===== src/inc/sesr_pkg.sv =====
// sesr_pkg: offsets, field positions and reset values of the socket
// change register bank.
// assumes a dword-aligned register port with a byte offset address.
package sesr_pkg;

    // register offsets, byte addresses
    localparam int unsigned REG_AW = 8;
    localparam logic [7:0] OFF_CHANGE_LATCH = 8'h00;
    localparam logic [7:0] OFF_CHANGE_GATE = 8'h04;
    localparam logic [7:0] OFF_LIVE_CONDITION = 8'h08;
    localparam logic [7:0] OFF_CHANGE_INJECT = 8'h0c;
    localparam logic [7:0] OFF_SETUP = 8'h10;
    localparam logic [7:0] OFF_RSVD_FIRST = 8'h14;
    localparam logic [7:0] OFF_RSVD_LAST = 8'h1c;
    localparam logic [7:0] OFF_POWER_MANAGE = 8'h20;

    // event, mask and present-state field positions
    localparam int unsigned EVENT_BITS = 4;
    localparam int unsigned BIT_STATUS = 0;
    localparam int unsigned BIT_CD_ONE = 1;
    localparam int unsigned BIT_CD_TWO = 2;
    localparam int unsigned BIT_POWER = 3;

    // socket setup and power management fields
    localparam int unsigned SETUP_W = 8;
    localparam int unsigned SETUP_IRQ_EN_BIT = 0;
    localparam int unsigned PM_PME_EN_BIT = 0;

    // reset values
    localparam logic [3:0] EVENT_RST = 4'h0;
    localparam logic [3:0] MASK_RST = 4'h0;
    localparam logic [7:0] SETUP_RST = 8'h00;
    localparam logic PME_EN_RST = 1'b0;
    localparam logic [31:0] LIVE_FIXED = 32'h3000_0000;
    localparam logic [31:0] READ_ZERO = 32'h0000_0000;

    // synchroniser input lanes
    localparam int unsigned SYNC_W = 5;
    localparam int unsigned LANE_BUS_RST = 4;

endpackage : sesr_pkg


===== src/logic/sesr_regs.sv =====
// sesr_regs: socket change register bank with event latch, mask,
// present state, force event, setup and power management registers.
// assumes a simple dword register port on i_clk and socket pins that
// arrive asynchronously; i_rst_n is the global reset.
`timescale 1ns/1ps
module sesr_regs (
    input wire logic i_clk,
    input wire logic i_rst_n,
    input wire logic i_pci_bus_reset_n,
    input wire logic i_reg_wr,
    input wire logic i_reg_rd,
    input wire logic [7:0] i_reg_addr,
    input wire logic [3:0] i_reg_be,
    input wire logic [31:0] i_reg_wdata,
    input wire logic i_status_pin,
    input wire logic i_card_detect_one,
    input wire logic i_card_detect_two,
    input wire logic i_power_cycle_state,
    input wire logic i_card_is_cardbus,
    input wire logic i_pc_card_reset,
    output logic [31:0] o_reg_rdata,
    output logic o_reg_rvalid,
    output logic o_change_irq,
    output logic o_pme_enable,
    output logic [7:0] o_socket_setup
);

    localparam int unsigned EB = sesr_pkg::EVENT_BITS;

    // refuse package values that the fixed lane-0 layout cannot serve
    if (EB != 4) begin : g_chk_eb
        $error("sesr_regs: EVENT_BITS must be 4");
    end
    if (sesr_pkg::SYNC_W != EB + 1) begin : g_chk_sync
        $error("sesr_regs: SYNC_W must be EVENT_BITS plus one");
    end
    if (sesr_pkg::LANE_BUS_RST != EB) begin : g_chk_lane
        $error("sesr_regs: bus reset lane must follow the pin lanes");
    end
    if (sesr_pkg::BIT_POWER >= EB) begin : g_chk_pos
        $error("sesr_regs: event field position beyond event width");
    end
    if (sesr_pkg::SETUP_W != 8) begin : g_chk_setup
        $error("sesr_regs: setup field must fill byte lane 0");
    end
    if (sesr_pkg::SETUP_IRQ_EN_BIT >= sesr_pkg::SETUP_W) begin : g_chk_irq
        $error("sesr_regs: interrupt enable outside setup field");
    end
    if (sesr_pkg::PM_PME_EN_BIT > 7) begin : g_chk_pm
        $error("sesr_regs: power event enable outside byte lane 0");
    end
    if (sesr_pkg::REG_AW != 8) begin : g_chk_aw
        $error("sesr_regs: register address port is 8 bits");
    end
    if (sesr_pkg::OFF_RSVD_FIRST > sesr_pkg::OFF_RSVD_LAST) begin : g_chk_rsvd
        $error("sesr_regs: reserved window bounds out of order");
    end

    // synchronised pins
    logic [sesr_pkg::SYNC_W-1:0] pin_s;
    logic [EB-1:0] live;
    logic bus_rst;

    // held state
    logic [EB-1:0] prev_r;
    logic pcr_r;
    logic [EB-1:0] event_r;
    logic [EB-1:0] event_nxt;
    logic [EB-1:0] mask_r;
    logic [7:0] setup_r;
    logic pme_en_r;
    logic [31:0] rdata_r;
    logic [31:0] rdata_nxt;
    logic rvalid_r;
    logic irq_r;
    logic irq_nxt;

    // decode
    logic hit_latch;
    logic hit_gate;
    logic hit_live;
    logic hit_inject;
    logic hit_setup;
    logic hit_pm;
    logic hit_rsvd;
    logic lane0_wr;

    // event sources
    logic [EB-1:0] change;
    logic status_rise;
    logic status_set;
    logic leave_reset;
    logic [EB-1:0] hw_set;
    logic [EB-1:0] sw_set;
    logic [EB-1:0] sw_clr;
    logic ctx_clear;

    //------------------------------------------------------------------
    // pin synchronisation
    //------------------------------------------------------------------
    sesr_sync #(
        .WIDTH(sesr_pkg::SYNC_W)
    ) u_sync (
        .i_clk(i_clk),
        .i_rst_n(i_rst_n),
        .i_async({!i_pci_bus_reset_n,
                  i_power_cycle_state,
                  i_card_detect_two,
                  i_card_detect_one,
                  i_status_pin}),
        .o_sync(pin_s)
    );

    assign live = pin_s[EB-1:0];
    assign bus_rst = pin_s[sesr_pkg::LANE_BUS_RST];

    // context bits survive a bus reset while power events are enabled
    assign ctx_clear = bus_rst && !pme_en_r;

    //------------------------------------------------------------------
    // address decode, dword granular
    //------------------------------------------------------------------
    assign hit_latch =
        i_reg_addr[7:2] == sesr_pkg::OFF_CHANGE_LATCH[7:2];
    assign hit_gate =
        i_reg_addr[7:2] == sesr_pkg::OFF_CHANGE_GATE[7:2];
    assign hit_live =
        i_reg_addr[7:2] == sesr_pkg::OFF_LIVE_CONDITION[7:2];
    assign hit_inject =
        i_reg_addr[7:2] == sesr_pkg::OFF_CHANGE_INJECT[7:2];
    assign hit_setup =
        i_reg_addr[7:2] == sesr_pkg::OFF_SETUP[7:2];
    assign hit_pm =
        i_reg_addr[7:2] == sesr_pkg::OFF_POWER_MANAGE[7:2];

    // reserved window decodes only to read zero and swallow writes
    assign hit_rsvd =
        (i_reg_addr[7:2] >= sesr_pkg::OFF_RSVD_FIRST[7:2]) &&
        (i_reg_addr[7:2] <= sesr_pkg::OFF_RSVD_LAST[7:2]);

    // every writable field lives in byte lane 0
    assign lane0_wr = i_reg_wr && i_reg_be[0];

    //------------------------------------------------------------------
    // change detection
    //------------------------------------------------------------------
    // prev_r starts at zero: a card seated during reset shows up as a
    // change once the synchroniser has filled
    always_ff @(posedge i_clk or negedge i_rst_n) begin
        if (!i_rst_n) begin
            prev_r <= sesr_pkg::EVENT_RST;
        end else begin
            prev_r <= live;
        end
    end

    // card reset comes from i_clk logic, so it skips the synchroniser
    always_ff @(posedge i_clk or negedge i_rst_n) begin
        if (!i_rst_n) begin
            pcr_r <= 1'b0;
        end else begin
            pcr_r <= i_pc_card_reset;
        end
    end

    // only that a change occurred is kept, never the new level
    assign change = live ^ prev_r;
    assign status_rise =
        live[sesr_pkg::BIT_STATUS] && !prev_r[sesr_pkg::BIT_STATUS];

    // cardbus cards flag rising edges, 16-bit cards both edges
    assign status_set = i_card_is_cardbus ? status_rise
                                          : change[sesr_pkg::BIT_STATUS];

    // falling edge of card reset: status or card detect still present re-flags, power does not
    assign leave_reset = pcr_r && !i_pc_card_reset;

    always_comb begin
        hw_set = '0;
        hw_set[sesr_pkg::BIT_STATUS] = status_set ||
            (leave_reset && live[sesr_pkg::BIT_STATUS]);
        hw_set[sesr_pkg::BIT_CD_ONE] = change[sesr_pkg::BIT_CD_ONE] ||
            (leave_reset && live[sesr_pkg::BIT_CD_ONE]);
        hw_set[sesr_pkg::BIT_CD_TWO] = change[sesr_pkg::BIT_CD_TWO] ||
            (leave_reset && live[sesr_pkg::BIT_CD_TWO]);
        hw_set[sesr_pkg::BIT_POWER] = change[sesr_pkg::BIT_POWER];
    end

    // force register acts just like a socket change
    assign sw_set = (lane0_wr && hit_inject) ? i_reg_wdata[EB-1:0]
                                             : '0;
    assign sw_clr = (lane0_wr && hit_latch) ? i_reg_wdata[EB-1:0]
                                            : '0;

    //------------------------------------------------------------------
    // event latch
    //------------------------------------------------------------------
    for (genvar i = 0; i < EB; i++) begin : g_event
        // mask plays no part in setting
        always_comb begin
            if (ctx_clear) begin
                event_nxt[i] = 1'b0;
            end else if (hw_set[i] || sw_set[i]) begin
                event_nxt[i] = 1'b1;
            end else if (sw_clr[i]) begin
                event_nxt[i] = 1'b0;
            end else begin
                event_nxt[i] = event_r[i];
            end
        end
    end

    always_ff @(posedge i_clk or negedge i_rst_n) begin
        if (!i_rst_n) begin
            event_r <= sesr_pkg::EVENT_RST;
        end else begin
            event_r <= event_nxt;
        end
    end

    //------------------------------------------------------------------
    // mask register, a context register like the latch
    //------------------------------------------------------------------
    always_ff @(posedge i_clk or negedge i_rst_n) begin
        if (!i_rst_n) begin
            mask_r <= sesr_pkg::MASK_RST;
        end else if (ctx_clear) begin
            mask_r <= sesr_pkg::MASK_RST;
        end else if (lane0_wr && hit_gate) begin
            mask_r <= i_reg_wdata[EB-1:0];
        end
    end

    //------------------------------------------------------------------
    // socket setup register
    //------------------------------------------------------------------
    always_ff @(posedge i_clk or negedge i_rst_n) begin
        if (!i_rst_n) begin
            setup_r <= sesr_pkg::SETUP_RST;
        end else if (ctx_clear) begin
            setup_r <= sesr_pkg::SETUP_RST;
        end else if (lane0_wr && hit_setup) begin
            setup_r <= i_reg_wdata[sesr_pkg::SETUP_W-1:0];
        end
    end

    //------------------------------------------------------------------
    // power management register, global reset only
    //------------------------------------------------------------------
    always_ff @(posedge i_clk or negedge i_rst_n) begin
        if (!i_rst_n) begin
            pme_en_r <= sesr_pkg::PME_EN_RST;
        end else if (lane0_wr && hit_pm) begin
            pme_en_r <= i_reg_wdata[sesr_pkg::PM_PME_EN_BIT];
        end
    end

    //------------------------------------------------------------------
    // status change interrupt
    //------------------------------------------------------------------
    // stale bits fire as soon as interrupts are enabled; clearing
    // them first is up to software
    always_comb begin
        irq_nxt = setup_r[sesr_pkg::SETUP_IRQ_EN_BIT] &&
                  |(event_r & mask_r);
    end

    always_ff @(posedge i_clk or negedge i_rst_n) begin
        if (!i_rst_n) begin
            irq_r <= 1'b0;
        end else begin
            irq_r <= irq_nxt;
        end
    end

    //------------------------------------------------------------------
    // read path, one cycle latency
    //------------------------------------------------------------------
    always_comb begin
        rdata_nxt = sesr_pkg::READ_ZERO;
        if (hit_latch) begin
            rdata_nxt[EB-1:0] = event_r;
        end else if (hit_gate) begin
            rdata_nxt[EB-1:0] = mask_r;
        end else if (hit_live) begin
            rdata_nxt = sesr_pkg::LIVE_FIXED;
            rdata_nxt[EB-1:0] = live;
        end else if (hit_setup) begin
            rdata_nxt[sesr_pkg::SETUP_W-1:0] = setup_r;
        end else if (hit_pm) begin
            rdata_nxt[sesr_pkg::PM_PME_EN_BIT] = pme_en_r;
        end else if (hit_rsvd) begin
            rdata_nxt = sesr_pkg::READ_ZERO;
        end
        // force event is write-only, unmapped offsets read zero
    end

    always_ff @(posedge i_clk or negedge i_rst_n) begin
        if (!i_rst_n) begin
            rdata_r <= sesr_pkg::READ_ZERO;
        end else if (i_reg_rd) begin
            rdata_r <= rdata_nxt;
        end
    end

    always_ff @(posedge i_clk or negedge i_rst_n) begin
        if (!i_rst_n) begin
            rvalid_r <= 1'b0;
        end else begin
            rvalid_r <= i_reg_rd;
        end
    end

    //------------------------------------------------------------------
    // outputs
    //------------------------------------------------------------------
    assign o_reg_rdata = rdata_r;
    assign o_reg_rvalid = rvalid_r;
    assign o_change_irq = irq_r;
    assign o_pme_enable = pme_en_r;
    assign o_socket_setup = setup_r;

endmodule : sesr_regs


===== src/logic/sesr_sync.sv =====
// sesr_sync: three-flop synchroniser per lane, output moves only once
// the second and third stage agree.
// assumes inputs come from pins outside the i_clk domain.
`timescale 1ns/1ps
module sesr_sync #(
    parameter int unsigned WIDTH = 5
) (
    input wire logic i_clk,
    input wire logic i_rst_n,
    input wire logic [WIDTH-1:0] i_async,
    output logic [WIDTH-1:0] o_sync
);

    if (WIDTH < 1) begin : g_chk
        $error("sesr_sync: WIDTH must be at least 1");
    end

    for (genvar i = 0; i < WIDTH; i++) begin : g_lane
        logic s1_r;
        logic s2_r;
        logic s3_r;
        logic out_r;

        // first stage feeds only the second
        always_ff @(posedge i_clk or negedge i_rst_n) begin
            if (!i_rst_n) begin
                s1_r <= 1'b0;
                s2_r <= 1'b0;
                s3_r <= 1'b0;
            end else begin
                s1_r <= i_async[i];
                s2_r <= s1_r;
                s3_r <= s2_r;
            end
        end

        // filters a single-cycle glitch out of stage two
        always_ff @(posedge i_clk or negedge i_rst_n) begin
            if (!i_rst_n) begin
                out_r <= 1'b0;
            end else if (s2_r == s3_r) begin
                out_r <= s3_r;
            end
        end

        assign o_sync[i] = out_r;
    end

endmodule : sesr_sync


===== config.mk =====
export PLATFORM = sky130hd
export DESIGN_NAME = sesr_regs
export DESIGN_NICKNAME = d
export VERILOG_FILES = /design/src/inc/sesr_pkg.sv /design/src/logic/sesr_regs.sv /design/src/logic/sesr_sync.sv
export SDC_FILE = /design/constraint.sdc
export NUM_CORES = 1
export LEC_CHECK = 0
export BUFFER_PORTS_ARGS = -buffer_cell sky130_fd_sc_hd__buf_2
export CAP_MARGIN = 25
export CORE_MARGIN = 4
export CORE_UTILIZATION = 30
export CTS_CLUSTER_DIAMETER = 200
export DETAILED_ROUTE_END_ITERATION = 12
export GPL_ROUTABILITY_DRIVEN = 1
export REMOVE_ABC_BUFFERS = 1
export SETUP_SLACK_MARGIN = 0.02
export SKIP_CTS_REPAIR_TIMING = 1
export SYNTH_ARGS = -nofsm -noshare
export SYNTH_HDL_FRONTEND = slang
export SYNTH_SLANG_ARGS = --single-unit

===== constraint.sdc =====
create_clock -name i_clk -period 1.8 [get_ports i_clk]
set_clock_uncertainty 0.1 [all_clocks]
set_input_delay 0.27 -clock i_clk [delete_from_list [all_inputs] [get_ports i_clk]]
set_output_delay 0.27 -clock i_clk [all_outputs]
set_load 0.01 [all_outputs]

# After elaboration in Yosys (flattened, before gate mapping)
# Cells that the tools add are included.
# Widths: inputs -> output; s select.
word_totals:
  reg_bits: 76
  input_bits: 55
  output_inout_bits: 43
  wordCells: 102
op_classes:
  eq_ne: 10
  n_mux: 26
  bitwise: 2
  reduce_logical: 32
ops:
  columns: ["operator", "count"]
  rows:
  - ["$mux 28", 2]
  - ["$mux 30", 1]
  - ["$mux 4", 6]
  - ["$mux 8", 3]
  - ["$mux 1", 14]
  - ["$logic_and 1x1->1", 13]
  - ["$eq 6x2->1 const B", 2]
  - ["$reduce_bool 3->1", 4]
  - ["$logic_or 1x1->1", 7]
  - ["$eq 6x1->1 const B", 1]
  - ["$eq 6x3->1 const B", 1]
  - ["$eq 6x4->1 const B", 1]
  - ["$logic_not 6->1", 1]
  - ["$eq 1x1->1", 5]
  - ["$and 4x4->4", 1]
  - ["$logic_not 1->1", 4]
  - ["$reduce_bool 2->1", 2]
  - ["$reduce_or 4->1", 1]
  - ["$xor 4x4->4", 1]

# Depth between registers and ports, before layout
# Gate-level depths: netlist of run 1.
logic_depth:
  depth_word: 7
  depth_mapped: 6

# By module
# Synthesis of run 1 repeated with hierarchy kept, for this count alone.
hier_totals:
  hier_cells: 201
  hier_area_um2: 2336.0
by_module_without_submodules:
  columns: ["module", "instances", "cells_each", "area_per_inst_um2", "seq_area_each_um2"]
  rows:
  - ["sesr_regs", 1, 171, 1741.7, 825.8]
  - ["sesr_sync", 1, 30, 594.3, 500.5]

# Least setup slack after synthesis of run 1
# Ideal clock, no wire load.
synth_timing:
  path_type: "input to register"
  startpoint: "input port i_reg_addr[3]"
  endpoint: "register setup_r[0] (netlist: o_socket_setup[0])"
  arrival_ns: 1.666
  required_time_ns: 1.579
  setup_slack_ns: -0.087
  path_stages: 4
  path_buffers: 0
  path_cell_list: "or4_4 nor3b_4 a31oi_1 a22o_1"
synth_between:
  elab_chain_cells: 3
synth_lines:
  columns: ["element", "line_no", "source"]
  rows:
  - ["start, declared", "sesr_regs.sv:12", "input wire logic [7:0] i_reg_addr,"]
  - ["$eq 6x3->1", "sesr_regs.sv:132", "i_reg_addr[7:2] == sesr_pkg::OFF_SETUP[7:2];"]
  - ["$logic_and 1x1->1", "sesr_regs.sv:242", "end else if (lane0_wr && hit_setup) begin"]
  - ["$reduce_bool 2->1 (no line)", null, null]
  - ["end signal, assigned", "sesr_regs.sv:239", "setup_r <= sesr_pkg::SETUP_RST;"]
  - ["end signal, assigned", "sesr_regs.sv:241", "setup_r <= sesr_pkg::SETUP_RST;"]
  - ["end signal, assigned", "sesr_regs.sv:243", "setup_r <= i_reg_wdata[sesr_pkg::SETUP_W-1:0];"]
  - ["end, declared", "sesr_regs.sv:70", "logic [7:0] setup_r;"]
# No other way between the ends.
# A chain may end at the register's enable or synchronous reset.

# Worst setup path in the final report of run 1
layout_timing:
  startpoint: "input port i_reg_addr[3]"
  endpoint: "register setup_r[2] (netlist: o_socket_setup[2])"
# Same word-level chain as after synthesis.

==> flow_summary.yaml, run 1 <==
outcome:
  status: "finished, final reports clean"
timing:
  setup_slack_ns: 0.176
  drv_slew: 0
  clock.fmax_mhz: 616
  layout_min_cycle_time_ns: 1.62
  finalCritPeriodShare_pct: 90.2
  setup_violations: 0
  whs_ns: 0.0870
  grt_setup_unrepaired: "no"
  finalHoldViolations: 0
worst_setup_path:
  crit_buf_inv: 2
  critical_path.max_fanout: 8
  critPathLaunch: "i_reg_addr[3]"
  crit_path_end_kind: "flop"
  cpMaxStageDelayCell: "or4_4"
  reg2regPathDepth: 4
  reg2reg_from: "u_sync.g_lane[4].out_r$_DFFE_PN0N_"
  path_delay_family: "simple AND/OR/NAND/NOR gates"
  r2r_slack_ns: 0.38
  crit_path_cell_trace: "buf_2 -> or4_4 -> nor3b_4 -> a31oi_1 -> buf_4 -> a22o_1"
  endpoint: "o_socket_setup[2]$_DFFE_PN0P_"
  worst-path-stages: 6
  crit_type: "primary input to flop"
  arrival_ns: 1.71
  cpPeakStageDelay_ns: 0.57
  worst-endpoint-required_ns: 1.89
  r2r-end: "event_r[2]$_DFFE_PN0P_"
  crit_path_start_kind: "primary input"
route:
  routedWlPerCell_um: 13.5
  drt_iter0_markers: 106
  antenna_left: 0
  drc: 0
  vias_per_cell: 4.51
  vias: 1645
  wl_um: 4920
  dr.pass1.iters: 4
placement:
  place.gp.congestion: 0.797
  place.port_buffers: 46
  dpl_cell_area_um2: 2680
  post-dp-hpwl_um: 3710
  post-place-ws_ns: -0.143
die:
  dieWidth_um: 95.4
  fp.dieArea_um2: 9100
  num_rows: 31
  coreArea_um2: 7330
  pin_count: 98
  die_h_um: 95.4
  start_util_pct: 31.3
cells_and_area:
  area_growth_pct: 25.3
  final_cell_mix: "dfrtp_1 (53), buf_2 (46), conb_1 (22)"
  fin_nets: 321
  fin_area_um2: 2870
  antenna_cells: 0
  seqCellArea_um2: 1330
  final_common_cell: "dfrtp_1"
  multi_input_area_um2: 801
  num-fill-cells: 723
  layout-drive-gt1-share_pct: 30.1
cts:
  path_clk_slew_ns: 0.10
  cts_tree: "yes"
  root_buffer: "clkbuf_8"
  numCtsBuffers: 5
  clk_latency_ns: 0.30
  cts_max_level: 2
  ctsLongestPathBuffers: 2
  cts_sinks: 53
logic_synthesis:
  yosysSeqAreaShare_pct: 57.9
  synth-warning-count: 0
  synth_mux_area_share_pct: 3.22
  synthArstFlopShare_pct: 100
  synth-xor-area-share_pct: 0.382
  synth_cells: 196
  synth_edf_count: 0
  synthFlopType: "dfrtp_1"
  synth.avg_cell_area_um2: 11.7
  synth_compound_area_share_pct: 13.6
  synth_area_um2: 2290
  synth_fa_ha_area_share_pct: 2.73
  ys_ff_latch: 53
  synth.distinct_cells: 40
  synth_top_family_by_area: "compound AO/OA/AOI/OAI gates"
  synth-simple-area-share_pct: 11.4
global_routing:
  grt.total_usage_pct: 11.3
  grt_pass1_vias: 1630
  grt_pass1_wl_um: 7910
  overflow: 0
  grt_max_degree: 23
  antenna_found_initial: 0
pwr:
  vdd_drop_max_mv: 0.425
  p_per_area_nw_per_um2: 835
  p_leak_nw: 1.35
hold_path:
  holdCritPathClass: "primary input to flop"
run:
  cap_violations: 0
[per-layer routing]
layer  vias to the layer above  share of wire (%)  wire [um]  global-route usage, %
li1                        786                  -          -                      -
met1                       784                 46       2260                   16.3
met2                        70                 44       2190                   17.1
met3                         5                8.9        438                   2.76
met4                         0               0.63         31                   2.49
met5                         -                  0          0                      0
[synth_stat cells, types with 2 or more instances]
| cell type | count | area share [%] |
|---|---|---|
| nand2_1 | 6 | 0.98 |
| a221o_1 | 2 | 0.87 |
| o21a_1 | 2 | 0.65 |
| nand3_1 | 8 | 1.7 |
| maj3_1 | 5 | 2.2 |
| a21oi_1 | 8 | 1.7 |
| nor4_1 | 2 | 0.55 |
| a21bo_2 | 2 | 0.87 |
| o22ai_1 | 3 | 0.82 |
| a31oi_1 | 3 | 0.82 |
| a22o_1 | 8 | 3.1 |
| nor2_1 | 7 | 1.1 |
| buf_4 | 23 | 7.5 |
| inv_1 | 13 | 2.1 |
| a221oi_1 | 3 | 1.1 |
| nand3b_1 | 3 | 0.98 |
| o21ai_0 | 7 | 1.5 |
| mux2_2 | 3 | 1.5 |
| mux2i_1 | 4 | 1.7 |
| a22oi_1 | 2 | 0.65 |
| dfrtp_1 | 53 | 58 |
| nand2b_1 | 6 | 1.6 |
| clkbuf_1 | 5 | 0.82 |
| nor3b_4 | 2 | 1.6 |
[area by class of cell]
class | instances | share of cell area (%)
Clock buffer | 6 | 2.87
Inverter | 13 | 1.70
Clock inverter | 2 | 1.31
Multi-Input combinational cell | 122 | 27.9
Timing Repair Buffer | 70 | 15.8
Tap cell | 99 | 4.31
Sequential cell | 53 | 46.2
[cells by family after synthesis]
| group | Yosys count |
|---|---|
| XOR/XNOR | 1 |
| buffers and inverters | 42 |
| AND/OR/NAND/NOR | 42 |
| adder cells (fa/ha/maj) | 6 |
| other | 1 |
| flip-flops | 53 |
| multiplexers | 7 |
| AO/OA/AOI/OAI | 44 |
[report_power, final]
group / total [W] / switching, W / leakage, nW / internal [W]
clock: 0.000834 / 0.000382 / 0.0574 / 0.000452
sequential: 0.00130 / 0.0000466 / 0.671 / 0.00125
combinational: 0.000266 / 0.000146 / 0.622 / 0.000121
total: 0.00240 / 0.000574 / 1.35 / 0.00183
[flip-flops by register name, summed over array words and instances, names as in the netlist]
register and cells:
event_r 4, mask_r 4, o_change_irq 1, o_pme_enable 1, o_reg_rdata 9, o_reg_rvalid 1, o_socket_setup 8, pcr_r 1
prev_r 4, u_sync.g_lane.out_r 5, u_sync.g_lane.s1_r 5, u_sync.g_lane.s2_r 5, u_sync.g_lane.s3_r 5
[metrics by stage]
step | setup TNS (ns) | cells | utilization (%) | power [W]
6_report | 0 | 365 | 39.2 | 0.00240
2_1_floorplan | -0.696 | 188 | - | 0.00144
4_1_cts | 0 | 358 | 38.2 | 0.00243
5_1_grt | 0 | 365 | 39.2 | 0.00253
3_5_place_dp | -1.58 | 350 | 36.6 | 0.00158
3_3_place_gp | -1.43 | 350 | 36.6 | 0.00157
[how the worst min path moves through the flow]
stage	cells past startpoint	to	startpoint
after floorplan	0	event_r[0]$_DFFE_PN0P_	i_rst_n
after global placement	1	u_sync.g_lane[3].s1_r$_DFF_PN0_	i_rst_n
after detailed placement	1	u_sync.g_lane[3].s1_r$_DFF_PN0_	i_rst_n
after CTS	1	u_sync.g_lane[4].s1_r$_DFF_PN0_	i_rst_n
after global routing	2	o_socket_setup[6]$_DFFE_PN0P_	i_reg_wdata[6]
final	2	o_socket_setup[6]$_DFFE_PN0P_	i_reg_wdata[6]
(Power assumes the default switching activity.)
==> run 2, diff against run 1 <==
--- a/config.mk
+++ b/config.mk
@@ -5,6 +5,7 @@
 export SDC_FILE = /design/constraint.sdc
 export NUM_CORES = 1
 export LEC_CHECK = 0
+export ABC_AREA = 1
 export BUFFER_PORTS_ARGS = -buffer_cell sky130_fd_sc_hd__buf_2
 export CAP_MARGIN = 25
 export CORE_MARGIN = 4
@@ -12,9 +13,11 @@
 export CTS_CLUSTER_DIAMETER = 200
 export DETAILED_ROUTE_END_ITERATION = 12
 export GPL_ROUTABILITY_DRIVEN = 1
+export PLACE_DENSITY = 0.61
 export REMOVE_ABC_BUFFERS = 1
 export SETUP_SLACK_MARGIN = 0.02
 export SKIP_CTS_REPAIR_TIMING = 1
+export SLEW_MARGIN = 0
 export SYNTH_ARGS = -nofsm -noshare
 export SYNTH_HDL_FRONTEND = slang
 export SYNTH_SLANG_ARGS = --single-unit
==> run 2 against run 1 <==
Against the previous run:
- clock-buffer cell count grew 1
- clock power down 2%
- combinational power up 19%
- flip-flop and latch count stayed put
- maximum frequency rose by 11%
- utilization down 1.6 points
- sequential share of layout area is 1.4 points higher
- critical path depth decreased by 2
==> flow_summary.yaml, run 2 <==
cells_and_area:
  antenna_cells: 0
  largest_register_ffs: 9
  utilization_pct: 37.6
  layout-drive-gt1-share_pct: 24.6
  seqCellArea_um2: 1330
  num-fill-cells: 762
  final_cell_mix: "dfrtp_1 (53), nand2_1 (50), buf_2 (46)"
  multi_input_area_um2: 818
  stdcell_count: 404
  area_growth_pct: 18.8
  final_common_cell: "dfrtp_1"
  fin_nets: 360
global_routing:
  antenna_found_initial: 1
  overflow: 0
  grt_pass1_wl_um: 7630
  grt.total_usage_pct: 10.6
  grt_max_degree: 23
  grt_pass1_vias: 1625
logic_synthesis:
  yosysSeqAreaShare_pct: 56.5
  synth.most_common_cell: "dfrtp_1"
  ys_top_cells_by_count: "dfrtp_1 (53), nand2_1 (50), buf_4 (23)"
  ys_ff_latch: 53
  yosysTopAreaCellShare_pct: 56.5
  synth.avg_cell_area_um2: 9.54
  synth-warning-count: 0
  synth_area_leaders: "dfrtp_1 (57%), nand2_1 (8.0%), buf_4 (7.4%), o21ai_0 (4.3%), nand3_1 (4.1%)"
  synthFlopType: "dfrtp_1"
  synthArstFlopShare_pct: 100
  synth_cells: 246
  synth.distinct_cells: 28
  yosys.area.top_type: "dfrtp_1"
  synth_area_um2: 2350
  synth_edf_count: 0
worst_setup_path:
  r2r_slack_ns: 0.33
  crit_path_start_kind: "flop"
  crit_path_end_kind: "flop"
  crit_path_cell_trace: "nor2_2 -> inv_1 -> nand2_1 -> o21ai_0"
  crit_type: "flop to flop"
  endpoint: "mask_r[1]$_DFFE_PN0P_"
  arrival_ns: 1.54
  worst-endpoint-required_ns: 1.87
  cpMaxStageDelayCell: "dfrtp_1"
  r2r-end: "mask_r[1]$_DFFE_PN0P_"
  cpPeakStageDelay_ns: 0.44
  critical_path.max_fanout: 8
  critPathLaunch: "o_pme_enable$_DFFE_PN0P_"
  reg2regPathDepth: 4
  reg2reg_from: "o_pme_enable$_DFFE_PN0P_"
die:
  pin_count: 98
  dieWidth_um: 96.4
  coreArea_um2: 7410
  num_rows: 31
  fp.dieArea_um2: 9300
  start_util_pct: 31.7
  die_h_um: 96.4
hold_path:
  holdCritPathClass: "primary input to flop"
timing:
  finalHoldViolations: 0
  grt_setup_unrepaired: "no"
  clock.fmax_mhz: 681
  slew-limit-headroom_pct: 59.0
  drv_slew: 0
  layout_min_cycle_time_ns: 1.47
  whs_ns: 0.00682
  setup_tns_ns: 0
  setup_slack_ns: 0.332
  setup_violations: 0
  tightest_slew_ns: 0.615
  finalCritPeriodShare_pct: 81.6
cts:
  cts_tree: "yes"
  path_clk_slew_ns: 0.09
  clk_latency_ns: 0.30
  cts_sinks: 53
  ctsLongestPathBuffers: 2
  numCtsBuffers: 5
  root_buffer: "clkbuf_8"
  cts_max_level: 2
pwr:
  clkPwrFrac_pct: 33.1
  vdd_drop_max_mv: 0.409
  p_per_area_nw_per_um2: 885
  combPwrFrac_pct: 12.9
  p_seq_share_pct: 54.0
  internal-power_w: 0.00185
  p_leak_nw: 1.45
  switching_share_pct: 25.2
  p_sw_w: 0.000621
placement:
  place.port_buffers: 46
  place_inst: 391
  post-place-ws_ns: 0.151
  place.gp.congestion: 0.843
  post-dp-hpwl_um: 3650
route:
  routedWlPerCell_um: 11.4
  drt_iter0_markers: 49
  antenna_left: 0
  drc: 0
  wl_um: 4620
  dr.pass1.iters: 4
  vias_per_cell: 4.22
  vias: 1704
run:
  cap_violations: 0
outcome:
  status: "finished, final reports clean"
[run 2: final cells by class]
class                   count  share of cell area, %
clock buffers               7                   3.10
well taps                  99                   4.44
multi-input cells         165                   29.4
clock inverters             1                   1.08
flip-flops and latches     53                   47.6
repair buffers             55                   11.1
inverters                  24                   3.32
[run 2: critical path, delay by kind of cell, from the launching register on]
| kind | cells | cell delay (ns) |
|---|---|---|
| AO/OA/AOI/OAI | 1 | 0.09 |
| buffers and inverters | 1 | 0.23 |
| flip-flops | 1 | 0.44 |
| AND/OR/NAND/NOR | 2 | 0.47 |
[run 2: kinds of logic after synthesis]
family          synth area share [%]
buf+inv                         11.9
xor+xnor                       0.373
compound gates                  8.64
fa+ha+maj                       2.67
simple gates                    19.7
flops                           56.5
other cells                    0.160
[run 2: through the flow]
stage	power (W)	area [um^2]
detailed placement	0.00167	2620
finish	0.00247	2790
global placement	0.00166	2620
CTS	0.00249	2740
floorplan	0.00153	2240
global route	0.00261	2790
[run 2: worst min-delay path by stage]
stage                      startpoint                              end  slack [ns]  cells after the start
floorplan                     i_rst_n           event_r[0]$_DFFE_PN0P_       -0.13                      0
global placement              i_rst_n  u_sync.g_lane[4].s1_r$_DFF_PN0_        0.15                      1
detailed placement            i_rst_n  u_sync.g_lane[3].s1_r$_DFF_PN0_        0.16                      1
CTS                           i_rst_n  u_sync.g_lane[1].s2_r$_DFF_PN0_       -0.18                      1
global route          i_pc_card_reset                  pcr_r$_DFF_PN0_       0.003                      1
finish              i_pci_bus_reset_n  u_sync.g_lane[4].s1_r$_DFF_PN0_       0.007                      2
[run 2: power groups by stage]
stage / logic, W / registers, W / clock network [W]
6_report: 0.000317 / 0.00133 / 0.000817
2_1_floorplan: 0.000174 / 0.00135 / 0
3_3_place_gp: 0.000307 / 0.00136 / 0
5_1_grt: 0.000369 / 0.00135 / 0.000892
3_5_place_dp: 0.000313 / 0.00136 / 0
4_1_cts: 0.000314 / 0.00133 / 0.000845
[run 2: metal layers]
metal	global-route usage [%]	wire length [um]	part of all wire, %	vias up
met1	13.2	1980	43	780
met3	3.10	319	6.9	9
met5	0	12	0.26	-
li1	-	-	-	863
met4	2.80	49	1.1	2
met2	17.9	2250	49	50
